$ cat config.mk
export PLATFORM = sky130hd
export DESIGN_NAME = wsd_top
export DESIGN_NICKNAME = d
export VERILOG_FILES = /design/src/common/wsd_pkg.sv /design/src/verilog/wsd_top.sv
export SDC_FILE = /design/constraint.sdc
export NUM_CORES = 1
export LEC_CHECK = 0
export BUFFER_PORTS_ARGS = -buffer_cell sky130_fd_sc_hd__buf_2
export CAP_MARGIN = 20
export CORE_MARGIN = 2
export CORE_UTILIZATION = 39
export DETAILED_ROUTE_END_ITERATION = 8
export GPL_TIMING_DRIVEN = 0
export PLACE_DENSITY = 0.77
export SETUP_SLACK_MARGIN = 0.5
export SLEW_MARGIN = 20
export SYNTH_ARGS = -nofsm -noshare
export SYNTH_HDL_FRONTEND = slang
export SYNTH_SLANG_ARGS = --single-unit
$ cat constraint.sdc
create_clock -name pclk -period 1.6 [get_ports pclk]
set_clock_uncertainty 0.1 [all_clocks]
set_input_delay 0 -clock pclk [delete_from_list [all_inputs] [get_ports pclk]]
set_output_delay 0 -clock pclk [all_outputs]
set_load 0.005 [all_outputs]
$ cat src/common/wsd_pkg.sv
package wsd_pkg;

	// ----------------------------------------------------------------
	// register map (apb, byte addresses)
	// ----------------------------------------------------------------
	localparam logic [7:0] WSD_OFS_CFG = 8'h00;
	localparam logic [7:0] WSD_OFS_WADDR = 8'h04;
	localparam logic [7:0] WSD_OFS_STATUS = 8'h08;
	localparam logic [7:0] WSD_OFS_CAPCNT = 8'h0c;

	// field positions
	localparam int WSD_CFG_SIZE8K_BIT = 0;
	localparam int WSD_ST_READ_BIT = 0;
	localparam int WSD_ST_SWSTB_BIT = 1;
	localparam int WSD_ST_DRVSTB_BIT = 2;
	localparam int WSD_ST_CAPLVL_BIT = 3;

	// reset values
	localparam logic WSD_CFG_SIZE8K_RST = 1'b0;
	localparam logic [15:0] WSD_CAPCNT_RST = 16'h0000;
	localparam logic [31:0] WSD_RDATA_RST = 32'h0000_0000;
	localparam logic WSD_CAP_RST = 1'b1; // capture level assumed during reset

	// ----------------------------------------------------------------
	// word address and decoder layout
	// ----------------------------------------------------------------
	localparam int WSD_ADDR_MSB = 13;
	localparam int WSD_ADDR_LSB = 1;
	localparam int WSD_NUM_DEC = 10;
	localparam int WSD_DEC_OUTS = 8;

	// decoder indices on the selection port
	localparam int WSD_DEC_XSW_HH = 0; // x switches, bit12=1 bit13=1
	localparam int WSD_DEC_XSW_LH = 1; // bit12=0 bit13=1
	localparam int WSD_DEC_XSW_HL = 2; // bit12=1 bit13=0
	localparam int WSD_DEC_XSW_LL = 3; // bit12=0 bit13=0
	localparam int WSD_DEC_YSW_H = 4; // y switches, bit6=1
	localparam int WSD_DEC_YSW_L = 5; // bit6=0
	localparam int WSD_DEC_XDR_H = 6; // x drivers, bit3=1
	localparam int WSD_DEC_XDR_L = 7; // bit3=0
	localparam int WSD_DEC_YDR_H = 8; // y drivers, bit9=1
	localparam int WSD_DEC_YDR_L = 9; // bit9=0

	// one decoder's four select inputs, weights 8/4/2/1
	typedef struct packed {
		logic blk_en_n; // weight 8, active-low block enable
		logic rw_n; // weight 4, active-low read
		logic [1:0] sel; // weights 2 and 1
	} wsd_dec_in_t;

	// timing pulses and read/write state from the bank control logic
	typedef struct packed {
		logic read_state;
		logic read_phase_pulse;
		logic write_phase_pulse;
	} wsd_timing_t;

endpackage : wsd_pkg

$ cat src/verilog/wsd_top.sv
// Implementation choices: the register addresses and the APB slave port.
`timescale 1ns/1ps
// Behaviour
// - word address held in 13-bit register; 12 bits used in 4K, 13 in 8K
// - address register has no async set or clear; changes only at clock edge
// - bits 13..2 come from inverted bus address lines into register inputs
// - bit 13 follows bus line 13 in 8K; captures zero in 4K
// - bit 1 loads from buffered low address bit from device selection
// - all register bits load together on rising edge of capture clock
// - bits 1,2,4,5,7,8,10,11 drive decoder select inputs directly
// - bits 6,12,13 decode to six active-low signals qualified by switch strobe
// - those six signals reach only the switch decoders
// - bits 3 and 9 ANDed with driver strobe, used only by driver decoders
// - switch strobe: read with read pulse, or write with write pulse
// - write is complement of read; read true while r/w state set
// - decoder: 4-bit select, weights 1,2,4,8; one of eight outputs low
// - weight-8 input high forces all eight outputs high
// - weight-4 input is active-low read: low picks 0-3, high picks 4-7
// - two lowest-weight inputs select one of four pairs
// - 8K uses ten decoders, six X four Y, 8192 unique selections
// - 4K uses eight decoders, four per axis, 4096 unique selections
// - driver decoder enables go low only while driver strobe is high
// - driver strobe: write pulse with read, or read pulse with write
// - low decoder output turns its switch or driver on
// - bus address lines are negative logic: low means one
module wsd_top
	import wsd_pkg::*;
#(
	parameter int ADDR_W = 8
) (
	input wire logic pclk,
	input wire logic presetn,
	input wire logic psel,
	input wire logic penable,
	input wire logic pwrite,
	input wire logic [ADDR_W-1:0] paddr,
	input wire logic [31:0] pwdata,
	output logic [31:0] prdata,
	output logic pready,
	output logic pslverr,
	input wire logic [13:2] bus_addr_n,
	input wire logic buffered_low_address_bit,
	input wire logic capture_clk,
	input wire wsd_timing_t timing,
	output logic [WSD_NUM_DEC-1:0][WSD_DEC_OUTS-1:0] dec_out_n
);

	// ----------------------------------------------------------------
	// configuration and capture edge
	// ----------------------------------------------------------------
	logic size_8k_q;
	logic cap_q;
	logic cap_rise;
	logic [WSD_ADDR_MSB:WSD_ADDR_LSB] addr_d;
	logic [WSD_ADDR_MSB:WSD_ADDR_LSB] addr_q;
	logic [15:0] capcnt_q;

	// capture clock is sampled; its rising edge loads the word register
	// a capture clock held high across reset must not count as a new edge
	assign cap_rise = capture_clk & ~cap_q;

	always_ff @(posedge pclk or negedge presetn) begin
		if (!presetn) begin
			// reset as if already high: a real edge needs a low level first
			cap_q <= WSD_CAP_RST;
		end else begin
			cap_q <= capture_clk;
		end
	end

	// ----------------------------------------------------------------
	// word address register
	// ----------------------------------------------------------------
	// data inputs: receivers invert the negative-logic bus lines
	always_comb begin
		addr_d[12:2] = ~bus_addr_n[12:2];
		// 4K ties the bit-13 receiver input off, so it captures zero
		addr_d[13] = size_8k_q ? ~bus_addr_n[13] : 1'b0;
		addr_d[1] = buffered_low_address_bit;
	end

	// no reset on purpose: the register only ever follows its data inputs
	always_ff @(posedge pclk) begin
		if (cap_rise) begin
			addr_q <= addr_d;
		end
	end

	// capture counter, visible to software for bring-up
	always_ff @(posedge pclk or negedge presetn) begin
		if (!presetn) begin
			capcnt_q <= WSD_CAPCNT_RST;
		end else if (cap_rise) begin
			capcnt_q <= capcnt_q + 16'h0001;
		end
	end

	// ----------------------------------------------------------------
	// read/write state and timing strobes
	// ----------------------------------------------------------------
	logic rd;
	logic wr;
	logic sw_strobe;
	logic drv_strobe;

	assign rd = timing.read_state;
	assign wr = ~rd;
	// switch strobe follows the operation's own phase pulse
	assign sw_strobe = (rd & timing.read_phase_pulse) | (wr & timing.write_phase_pulse);
	// driver strobe pairs the opposite pulse with the operation
	assign drv_strobe = (rd & timing.write_phase_pulse) | (wr & timing.read_phase_pulse);

	// ----------------------------------------------------------------
	// gating network
	// ----------------------------------------------------------------
	logic [5:0] sw_gate_n;
	logic [3:0] drv_gate_n;

	// six strobe-qualified block enables for the switch decoders only
	always_comb begin
		sw_gate_n[0] = ~(sw_strobe & addr_q[12] & addr_q[13]);
		sw_gate_n[1] = ~(sw_strobe & ~addr_q[12] & addr_q[13]);
		sw_gate_n[2] = ~(sw_strobe & addr_q[12] & ~addr_q[13]);
		sw_gate_n[3] = ~(sw_strobe & ~addr_q[12] & ~addr_q[13]);
		sw_gate_n[4] = ~(sw_strobe & addr_q[6]);
		sw_gate_n[5] = ~(sw_strobe & ~addr_q[6]);
	end

	// driver enables can only fall while the driver strobe is high
	always_comb begin
		drv_gate_n[0] = ~(drv_strobe & addr_q[3]);
		drv_gate_n[1] = ~(drv_strobe & ~addr_q[3]);
		drv_gate_n[2] = ~(drv_strobe & addr_q[9]);
		drv_gate_n[3] = ~(drv_strobe & ~addr_q[9]);
	end

	// ----------------------------------------------------------------
	// decoder inputs
	// ----------------------------------------------------------------
	wsd_dec_in_t dec_in [WSD_NUM_DEC];

	// switch decoders get gated enables, drivers get driver gates only
	always_comb begin
		dec_in[WSD_DEC_XSW_HH] = '{sw_gate_n[0], ~rd, addr_q[11:10]};
		dec_in[WSD_DEC_XSW_LH] = '{sw_gate_n[1], ~rd, addr_q[11:10]};
		dec_in[WSD_DEC_XSW_HL] = '{sw_gate_n[2], ~rd, addr_q[11:10]};
		dec_in[WSD_DEC_XSW_LL] = '{sw_gate_n[3], ~rd, addr_q[11:10]};
		dec_in[WSD_DEC_YSW_H] = '{sw_gate_n[4], ~rd, addr_q[8:7]};
		dec_in[WSD_DEC_YSW_L] = '{sw_gate_n[5], ~rd, addr_q[8:7]};
		dec_in[WSD_DEC_XDR_H] = '{drv_gate_n[0], ~rd, addr_q[2:1]};
		dec_in[WSD_DEC_XDR_L] = '{drv_gate_n[1], ~rd, addr_q[2:1]};
		dec_in[WSD_DEC_YDR_H] = '{drv_gate_n[2], ~rd, addr_q[5:4]};
		dec_in[WSD_DEC_YDR_L] = '{drv_gate_n[3], ~rd, addr_q[5:4]};
	end

	// ----------------------------------------------------------------
	// one-of-eight decoders
	// ----------------------------------------------------------------
	// kept combinational so a line drops the moment its strobe drops
	function automatic logic [7:0] wsd_decode(input wsd_dec_in_t din);
		logic [7:0] onehot;
		onehot = 8'h01 << {din.rw_n, din.sel};
		if (din.blk_en_n) begin
			wsd_decode = 8'hff;
		end else begin
			wsd_decode = ~onehot;
		end
	endfunction : wsd_decode

	// ten decoders; two X switch blocks never enable on an address captured in 4K
	for (genvar g = 0; g < WSD_NUM_DEC; g++) begin : g_dec
		assign dec_out_n[g] = wsd_decode(dec_in[g]);
	end

	// ----------------------------------------------------------------
	// apb slave
	// ----------------------------------------------------------------
	logic setup_ph;
	logic [7:0] reg_ofs;
	logic ofs_hit;
	logic [31:0] rdata_d;

	assign setup_ph = psel & ~penable;
	assign reg_ofs = paddr[7:0];
	assign ofs_hit = (reg_ofs == WSD_OFS_CFG) | (reg_ofs == WSD_OFS_WADDR) |
		(reg_ofs == WSD_OFS_STATUS) | (reg_ofs == WSD_OFS_CAPCNT);

	// read mux; unused bits read zero
	always_comb begin
		rdata_d = WSD_RDATA_RST;
		case (reg_ofs)
			WSD_OFS_CFG: begin
				rdata_d[WSD_CFG_SIZE8K_BIT] = size_8k_q;
			end
			WSD_OFS_WADDR: begin
				rdata_d[WSD_ADDR_MSB:WSD_ADDR_LSB] = addr_q;
			end
			WSD_OFS_STATUS: begin
				rdata_d[WSD_ST_READ_BIT] = rd;
				rdata_d[WSD_ST_SWSTB_BIT] = sw_strobe;
				rdata_d[WSD_ST_DRVSTB_BIT] = drv_strobe;
				rdata_d[WSD_ST_CAPLVL_BIT] = cap_q;
			end
			WSD_OFS_CAPCNT: begin
				rdata_d[15:0] = capcnt_q;
			end
			default: begin
				rdata_d = WSD_RDATA_RST;
			end
		endcase
	end

	// answer prepared in setup so the access phase completes at once
	always_ff @(posedge pclk or negedge presetn) begin
		if (!presetn) begin
			pready <= 1'b0;
			pslverr <= 1'b0;
			prdata <= WSD_RDATA_RST;
		end else begin
			pready <= setup_ph;
			pslverr <= setup_ph & ~ofs_hit;
			prdata <= (setup_ph & ~pwrite) ? rdata_d : WSD_RDATA_RST;
		end
	end

	// configuration write, taken at the completing edge only
	always_ff @(posedge pclk or negedge presetn) begin
		if (!presetn) begin
			size_8k_q <= WSD_CFG_SIZE8K_RST;
		end else if (psel && penable && pready && pwrite && reg_ofs == WSD_OFS_CFG) begin
			size_8k_q <= pwdata[WSD_CFG_SIZE8K_BIT];
		end
	end

	// the word register has no reset, so hold checks wait for its first load
	logic addr_seen_q;

	always_ff @(posedge pclk or negedge presetn) begin
		if (!presetn) begin
			addr_seen_q <= 1'b0;
		end else if (cap_rise) begin
			addr_seen_q <= 1'b1;
		end
	end
endmodule : wsd_top

# After elaboration in Yosys (flattened, before gate mapping)
# Cells that the tools add are included.
[totals] in_bits=62 output_inout_bits=114 reg_bits=49 wordCells=77
[classes] mux=15 shifts=4 n_reduce_logical=5 addsub=1 n_eq_ne=3 bitwise=41
[op_table] operator="$mux 8" n=10
[op_table] operator="$not 8->8" n=4
[op_table] operator="$shl 1x3->8 const A" n=4
[op_table] operator="$and 1x1->1" n=20
[op_table] operator="$pmux 10 s2" n=1
[op_table] operator="$add 16x1->16 const B" n=1
[op_table] operator="$eq 8x4->1 const B" n=2
[op_table] operator="$mux 16" n=1
[op_table] operator="$not 1->1" n=11
[op_table] operator="$not 11->11" n=1
[op_table] operator="$pmux 3 s3" n=1
[op_table] operator="$eq 8x3->1 const B" n=1
[op_table] operator="$logic_not 8->1" n=1
[op_table] operator="$or 1x1->1" n=5
[op_table] operator="$logic_and 1x1->1" n=4
[op_table] operator="$pmux 1 s3" n=1
[op_table] operator="$mux 2" n=1

# Logic depth before layout (Yosys ltp)
[logic_depth] ltp_word=6 depth_mapped=6 ltp_nobuf=5

# Worst setup path after synthesis
# OpenSTA, ideal clock, no wires.
[synth_timing] path_kind="register to register" startpoint="reg cap_q" endpoint="reg capcnt_q[1]" path_slack_ns=-0.141 required_time_ns=1.375 stages_incl_launch_ff=3 synth_period_minus_slack_ns=1.741 arrival_time_ns=1.516 cell_sequence="dfstp_2 -> nor2b_1 -> mux2_2"
[synth_between] elab_chain_cells=2
[synth_rtl] element="from (decl)" line_no="wsd_top.sv:52" rtl="logic cap_q;"
[synth_rtl] element="from (signal assigned)" line_no="wsd_top.sv:67" rtl="cap_q <= capture_clk;"
[synth_rtl] element="$not 1->1" line_no="wsd_top.sv:60" rtl="assign cap_rise = capture_clk & ~cap_q;"
[synth_rtl] element="$and 1x1->1" line_no="wsd_top.sv:60"
[synth_rtl] element="net cap_rise" line_no="wsd_top.sv:53" rtl="logic cap_rise;"
[synth_rtl] element="to (signal assigned)" line_no="wsd_top.sv:94" rtl="capcnt_q <= capcnt_q + 16'h0001;"
[synth_rtl] element="to (decl)" line_no="wsd_top.sv:56" rtl="logic [15:0] capcnt_q;"
# The timed path passes the listed nets, and every way through them passes these cells.
# A chain may end at the register's enable or synchronous reset.

==> flow_summary.html <==
<table>
<tr><th>Metric</th><th>Value</th></tr>
<tr><th colspan="2">Run status</th></tr>
<tr><td>Status</td><td>finished with violations</td></tr>
<tr><td>Violated checks</td><td>negative hold slack</td></tr>
<tr><th colspan="2">Drt</th></tr>
<tr><td>Final ANT Viol Nets</td><td>0</td></tr>
<tr><td>Total Wirelength</td><td>11400 um</td></tr>
<tr><td>Drc violations</td><td>0</td></tr>
<tr><td>Number of DRC markers after the initial detailed-route iteration</td><td>238</td></tr>
<tr><td>Detailed-routing iteration count for the pre-antenna-repair pass</td><td>4</td></tr>
<tr><td>Detailed-route wire length per cell</td><td>17.6 um</td></tr>
<tr><td>Average vias per placed instance</td><td>5.15</td></tr>
<tr><td>Via total after detailed routing</td><td>3323</td></tr>
<tr><th colspan="2">Clocking</th></tr>
<tr><td>CTS tree</td><td>yes</td></tr>
<tr><td>Count of H-tree levels built during CTS</td><td>2</td></tr>
<tr><td>Clock slew at reported path FFs</td><td>90 ps</td></tr>
<tr><td>Number of clock buffers inserted by TritonCTS</td><td>5</td></tr>
<tr><td>Hold_buf cts</td><td>18</td></tr>
<tr><td>Clock buffer depth</td><td>2</td></tr>
<tr><td>Sink Count</td><td>49</td></tr>
<tr><td>CTS root buffer</td><td>sky130_fd_sc_hd__clkbuf_8</td></tr>
<tr><td>Clock network latency to the later pin of the worst-skew pair</td><td>310 ps</td></tr>
<tr><th colspan="2">Critical path</th></tr>
<tr><td>Crit Path Class</td><td>register to primary output</td></tr>
<tr><td>Endpoint kind of the worst setup timing path</td><td>primary output</td></tr>
<tr><td>Maximum fanout along the worst path</td><td>5</td></tr>
<tr><td>Type of origin of the critical path</td><td>register</td></tr>
<tr><td>Crit path arrival time</td><td>1490 ps</td></tr>
<tr><td>Worst path required time</td><td>1500 ps</td></tr>
<tr><th colspan="2">Yosys</th></tr>
<tr><td>Library cells used by synthesis</td><td>39</td></tr>
<tr><td>Predominant post-synthesis flop cell</td><td>sky130_fd_sc_hd__dfrtp_1</td></tr>
<tr><td>Syn Area/Cell</td><td>9.04 um^2</td></tr>
<tr><td>Most common library cells after synthesis</td><td>76 x sky130_fd_sc_hd__nand2_1, 36 x sky130_fd_sc_hd__nor2_1, 35 x sky130_fd_sc_hd__dfrtp_1, 18 x sky130_fd_sc_hd__nand3_1, 16 x sky130_fd_sc_hd__buf_4</td></tr>
<tr><td>Instance count of the mapped netlist</td><td>306</td></tr>
<tr><td>Synth top area share</td><td>0.316</td></tr>
<tr><td>Flip-flop and latch count after synthesis</td><td>49</td></tr>
<tr><td>Portion of the post-synthesis area used by sequential elements</td><td>0.467</td></tr>
<tr><td>Async set-or-reset flop fraction in the synthesized netlist</td><td>0.735</td></tr>
<tr><td>Library cell with the highest instance count after synthesis</td><td>sky130_fd_sc_hd__nand2_1</td></tr>
<tr><td>Top cell type by total area after synthesis</td><td>sky130_fd_sc_hd__dfrtp_1</td></tr>
<tr><td>Post-Syn Area</td><td>2770 um^2</td></tr>
<tr><td>Number of flops mapped to enable cells by yosys</td><td>13</td></tr>
<tr><td>Leading post-synthesis cells by cell area</td><td>sky130_fd_sc_hd__dfrtp_1 32%, sky130_fd_sc_hd__edfxtp_1 14%, sky130_fd_sc_hd__nand2_1 10%</td></tr>
<tr><td>Yosys warns</td><td>0</td></tr>
<tr><th colspan="2">Global route</th></tr>
<tr><td>Pin count of the biggest net entering global routing</td><td>37</td></tr>
<tr><td>Number of antenna violations at the first check in global routing</td><td>0</td></tr>
<tr><td>Vias in the first global route</td><td>3029</td></tr>
<tr><td>Remaining global-route overflow</td><td>0</td></tr>
<tr><td>Wire length of the first global-routing pass</td><td>14000 um</td></tr>
<tr><td>Global routing usage summed across all routing layers</td><td>0.236</td></tr>
<tr><th colspan="2">Floorplan</th></tr>
<tr><td>Die ar.</td><td>7790 um^2</td></tr>
<tr><td>Total number of placement rows</td><td>30</td></tr>
<tr><td>Die W</td><td>88.2 um</td></tr>
<tr><td>I/O pin count</td><td>176</td></tr>
<tr><td>Core outline area</td><td>6830 um^2</td></tr>
<tr><td>Vertical die dimension</td><td>88.2 um</td></tr>
<tr><td>Effective utilization at floorplan</td><td>0.405</td></tr>
<tr><th colspan="2">Power</th></tr>
<tr><td>Clock share of power</td><td>0.210</td></tr>
<tr><td>Leakage</td><td>2.39 nW</td></tr>
<tr><td>Switch Pwr</td><td>1.13 mW</td></tr>
<tr><td>P_int</td><td>2.34 mW</td></tr>
<tr><td>Fraction of power spent switching nets</td><td>0.325</td></tr>
<tr><td>Largest voltage drop on the vdd net</td><td>540 uV</td></tr>
<tr><td>Logic gate share of total power</td><td>0.357</td></tr>
<tr><td>Sequential power share</td><td>0.434</td></tr>
<tr><td>Total power divided by cell area</td><td>677 nW/um^2</td></tr>
<tr><th colspan="2">Layout</th></tr>
<tr><td>Number of cells in the finished layout apart from fillers</td><td>645</td></tr>
<tr><td>Layout overhead on the synthesized area</td><td>85.0%</td></tr>
<tr><td>Filler instances</td><td>434</td></tr>
<tr><td>Layout cells sized above 1</td><td>0.594</td></tr>
<tr><td>Antenna diodes</td><td>0</td></tr>
<tr><td>Final core utilization</td><td>0.750</td></tr>
<tr><td>Final Net Count</td><td>611</td></tr>
<tr><th colspan="2">Timing</th></tr>
<tr><td>Setup repair after global routing missed its margin</td><td>true</td></tr>
<tr><td>Post-layout minimum cycle time</td><td>1590 ps</td></tr>
<tr><td>Worst Hold Margin</td><td>-23.4 ps</td></tr>
<tr><td>Final count of pins violating max slew</td><td>0</td></tr>
<tr><td>Final hold violation count</td><td>4</td></tr>
<tr><td>Slew HR</td><td>0.510</td></tr>
<tr><td>Final critical-path share of the clock period</td><td>0.991</td></tr>
<tr><td>Finish-stage setup viols</td><td>0</td></tr>
<tr><td>Final critical-path setup slack</td><td>14.1 ps</td></tr>
<tr><td>Fmax achieved</td><td>631 MHz</td></tr>
<tr><td>Slew at the pin closest to its max-slew limit</td><td>736 ps</td></tr>
<tr><th colspan="2">Run</th></tr>
<tr><td>Max capacitance violation total</td><td>0</td></tr>
<tr><th colspan="2">Place</th></tr>
<tr><td>Gp weighted congestion</td><td>0.877</td></tr>
<tr><td>Worst slack after detailed placement</td><td>24.2 ps</td></tr>
<tr><td>Count of buffers inserted at the top-level ports</td><td>128</td></tr>
<tr><td>Placed cell count</td><td>545</td></tr>
<tr><td>Placed wire-length estimate</td><td>5610 um</td></tr>
<tr><th colspan="2">Hold path</th></tr>
<tr><td>Hold Crit Class</td><td>input port to register</td></tr>
</table>
[path summary, 6_finish.rpt]
path                                           from                  endpoint  slack [ps]  cells past startpoint
max                            addr_q[12]$_DFFE_PP_             dec_out_n[16]          10                      4
min                                        paddr[6]         pslverr$_DFF_PN0_         -20                      4
max reg2reg                 capcnt_q[1]$_DFFE_PN0P_   capcnt_q[7]$_DFFE_PN0P_          70                      6
min reg2reg                capcnt_q[15]$_DFFE_PN0P_  capcnt_q[15]$_DFFE_PN0P_         380                      1
max in group asynchronous                   presetn   capcnt_q[0]$_DFFE_PN0P_         890                      2
min in group asynchronous                   presetn  capcnt_q[11]$_DFFE_PN0P_         120                      2
[through the flow]
step / total power [mW] / hold WS [ps] / area, um^2 / setup TNS [ps]
after global placement: 1.97 / 16.2 / 3600 / 0
final: 3.47 / -23.4 / 5120 / 0
after floorplan: 1.82 / -396 / 2840 / 0
after CTS: 3.13 / -50.4 / 4690 / 0
after detailed placement: 2.00 / 22.1 / 3600 / 0
after global routing: 3.57 / -15.8 / 5120 / -192
[what timing repair did]
action	CTS	global route
gates cloned	1	0
endpoints found under the hold margin	58	4
setup buffers	56	17
resized for setup	100	76
pin swaps	45	48
endpoints found under the setup margin	112	145
[area by class of cell]
type | count | area [um^2] | area share
multi-input cells | 234 | 1750 | 0.342
flip-flops and latches | 49 | 1300 | 0.253
repair buffers | 220 | 1640 | 0.321
clock buffers | 6 | 72.6 | 0.0142
well taps | 96 | 120 | 0.0235
inverters | 13 | 48.8 | 0.00953
clock inverters | 2 | 10.0 | 0.00195
plain buffers | 25 | 181 | 0.0354
[critical path, cell delays in order, from the launching register on]
cell and delay (ps):
sky130_fd_sc_hd__edfxtp_1 530, sky130_fd_sc_hd__nor3b_4 300, sky130_fd_sc_hd__buf_6 160, sky130_fd_sc_hd__nand2_2 60
sky130_fd_sc_hd__buf_6 120
[sequential cells by signal, indices dropped and copies added, names as in the netlist]
name       count
addr_q        13
cap_q          1
capcnt_q      16
prdata        16
pready         1
pslverr        1
size_8k_q      1
[kinds of logic after synthesis]
family                     share of synthesized area
AOI/OAI and AO/OA                             0.0118
xor gates and xnor gates                      0.0475
adders and majority gates                    0.00452
buffers and inverters                         0.0755
DFF                                            0.467
muxes                                         0.0552
other                                        0.00135
and+or+nand+nor                                0.337
[power groups by stage]
stage,clock (mW),combinational [mW],sequential (mW)
after floorplan,0,0.312,1.51
after global placement,0,0.437,1.54
after detailed placement,0,0.460,1.54
after CTS,0.717,0.932,1.48
after global routing,0.775,1.28,1.51
final,0.727,1.24,1.50
[cells in the final DEF, fill, tap and decap left out, drive strengths merged, types with 4 or more instances in the layout]
cell type	instances
nor4	4
xnor2	11
nand3	18
a21oi	4
inv	13
edfxtp	13
and3	5
clkbuf	9
nor2	36
nand4	9
mux2i	13
nand2	77
dlygate4sd3	17
buf	224
conb	16
dfrtp	35
xor2	4
nor2b	13
nor3b	5
[per-layer routing]
metal / track usage / share of wire / wire [um]
met2: 0.431 / 0.52 / 5920
met3: 0.0569 / 0.057 / 651
met1: 0.252 / 0.36 / 4140
met5: 0 / 0 / 0
met4: 0.120 / 0.058 / 656
No activity file was read; power rests on OpenSTA's default activity.
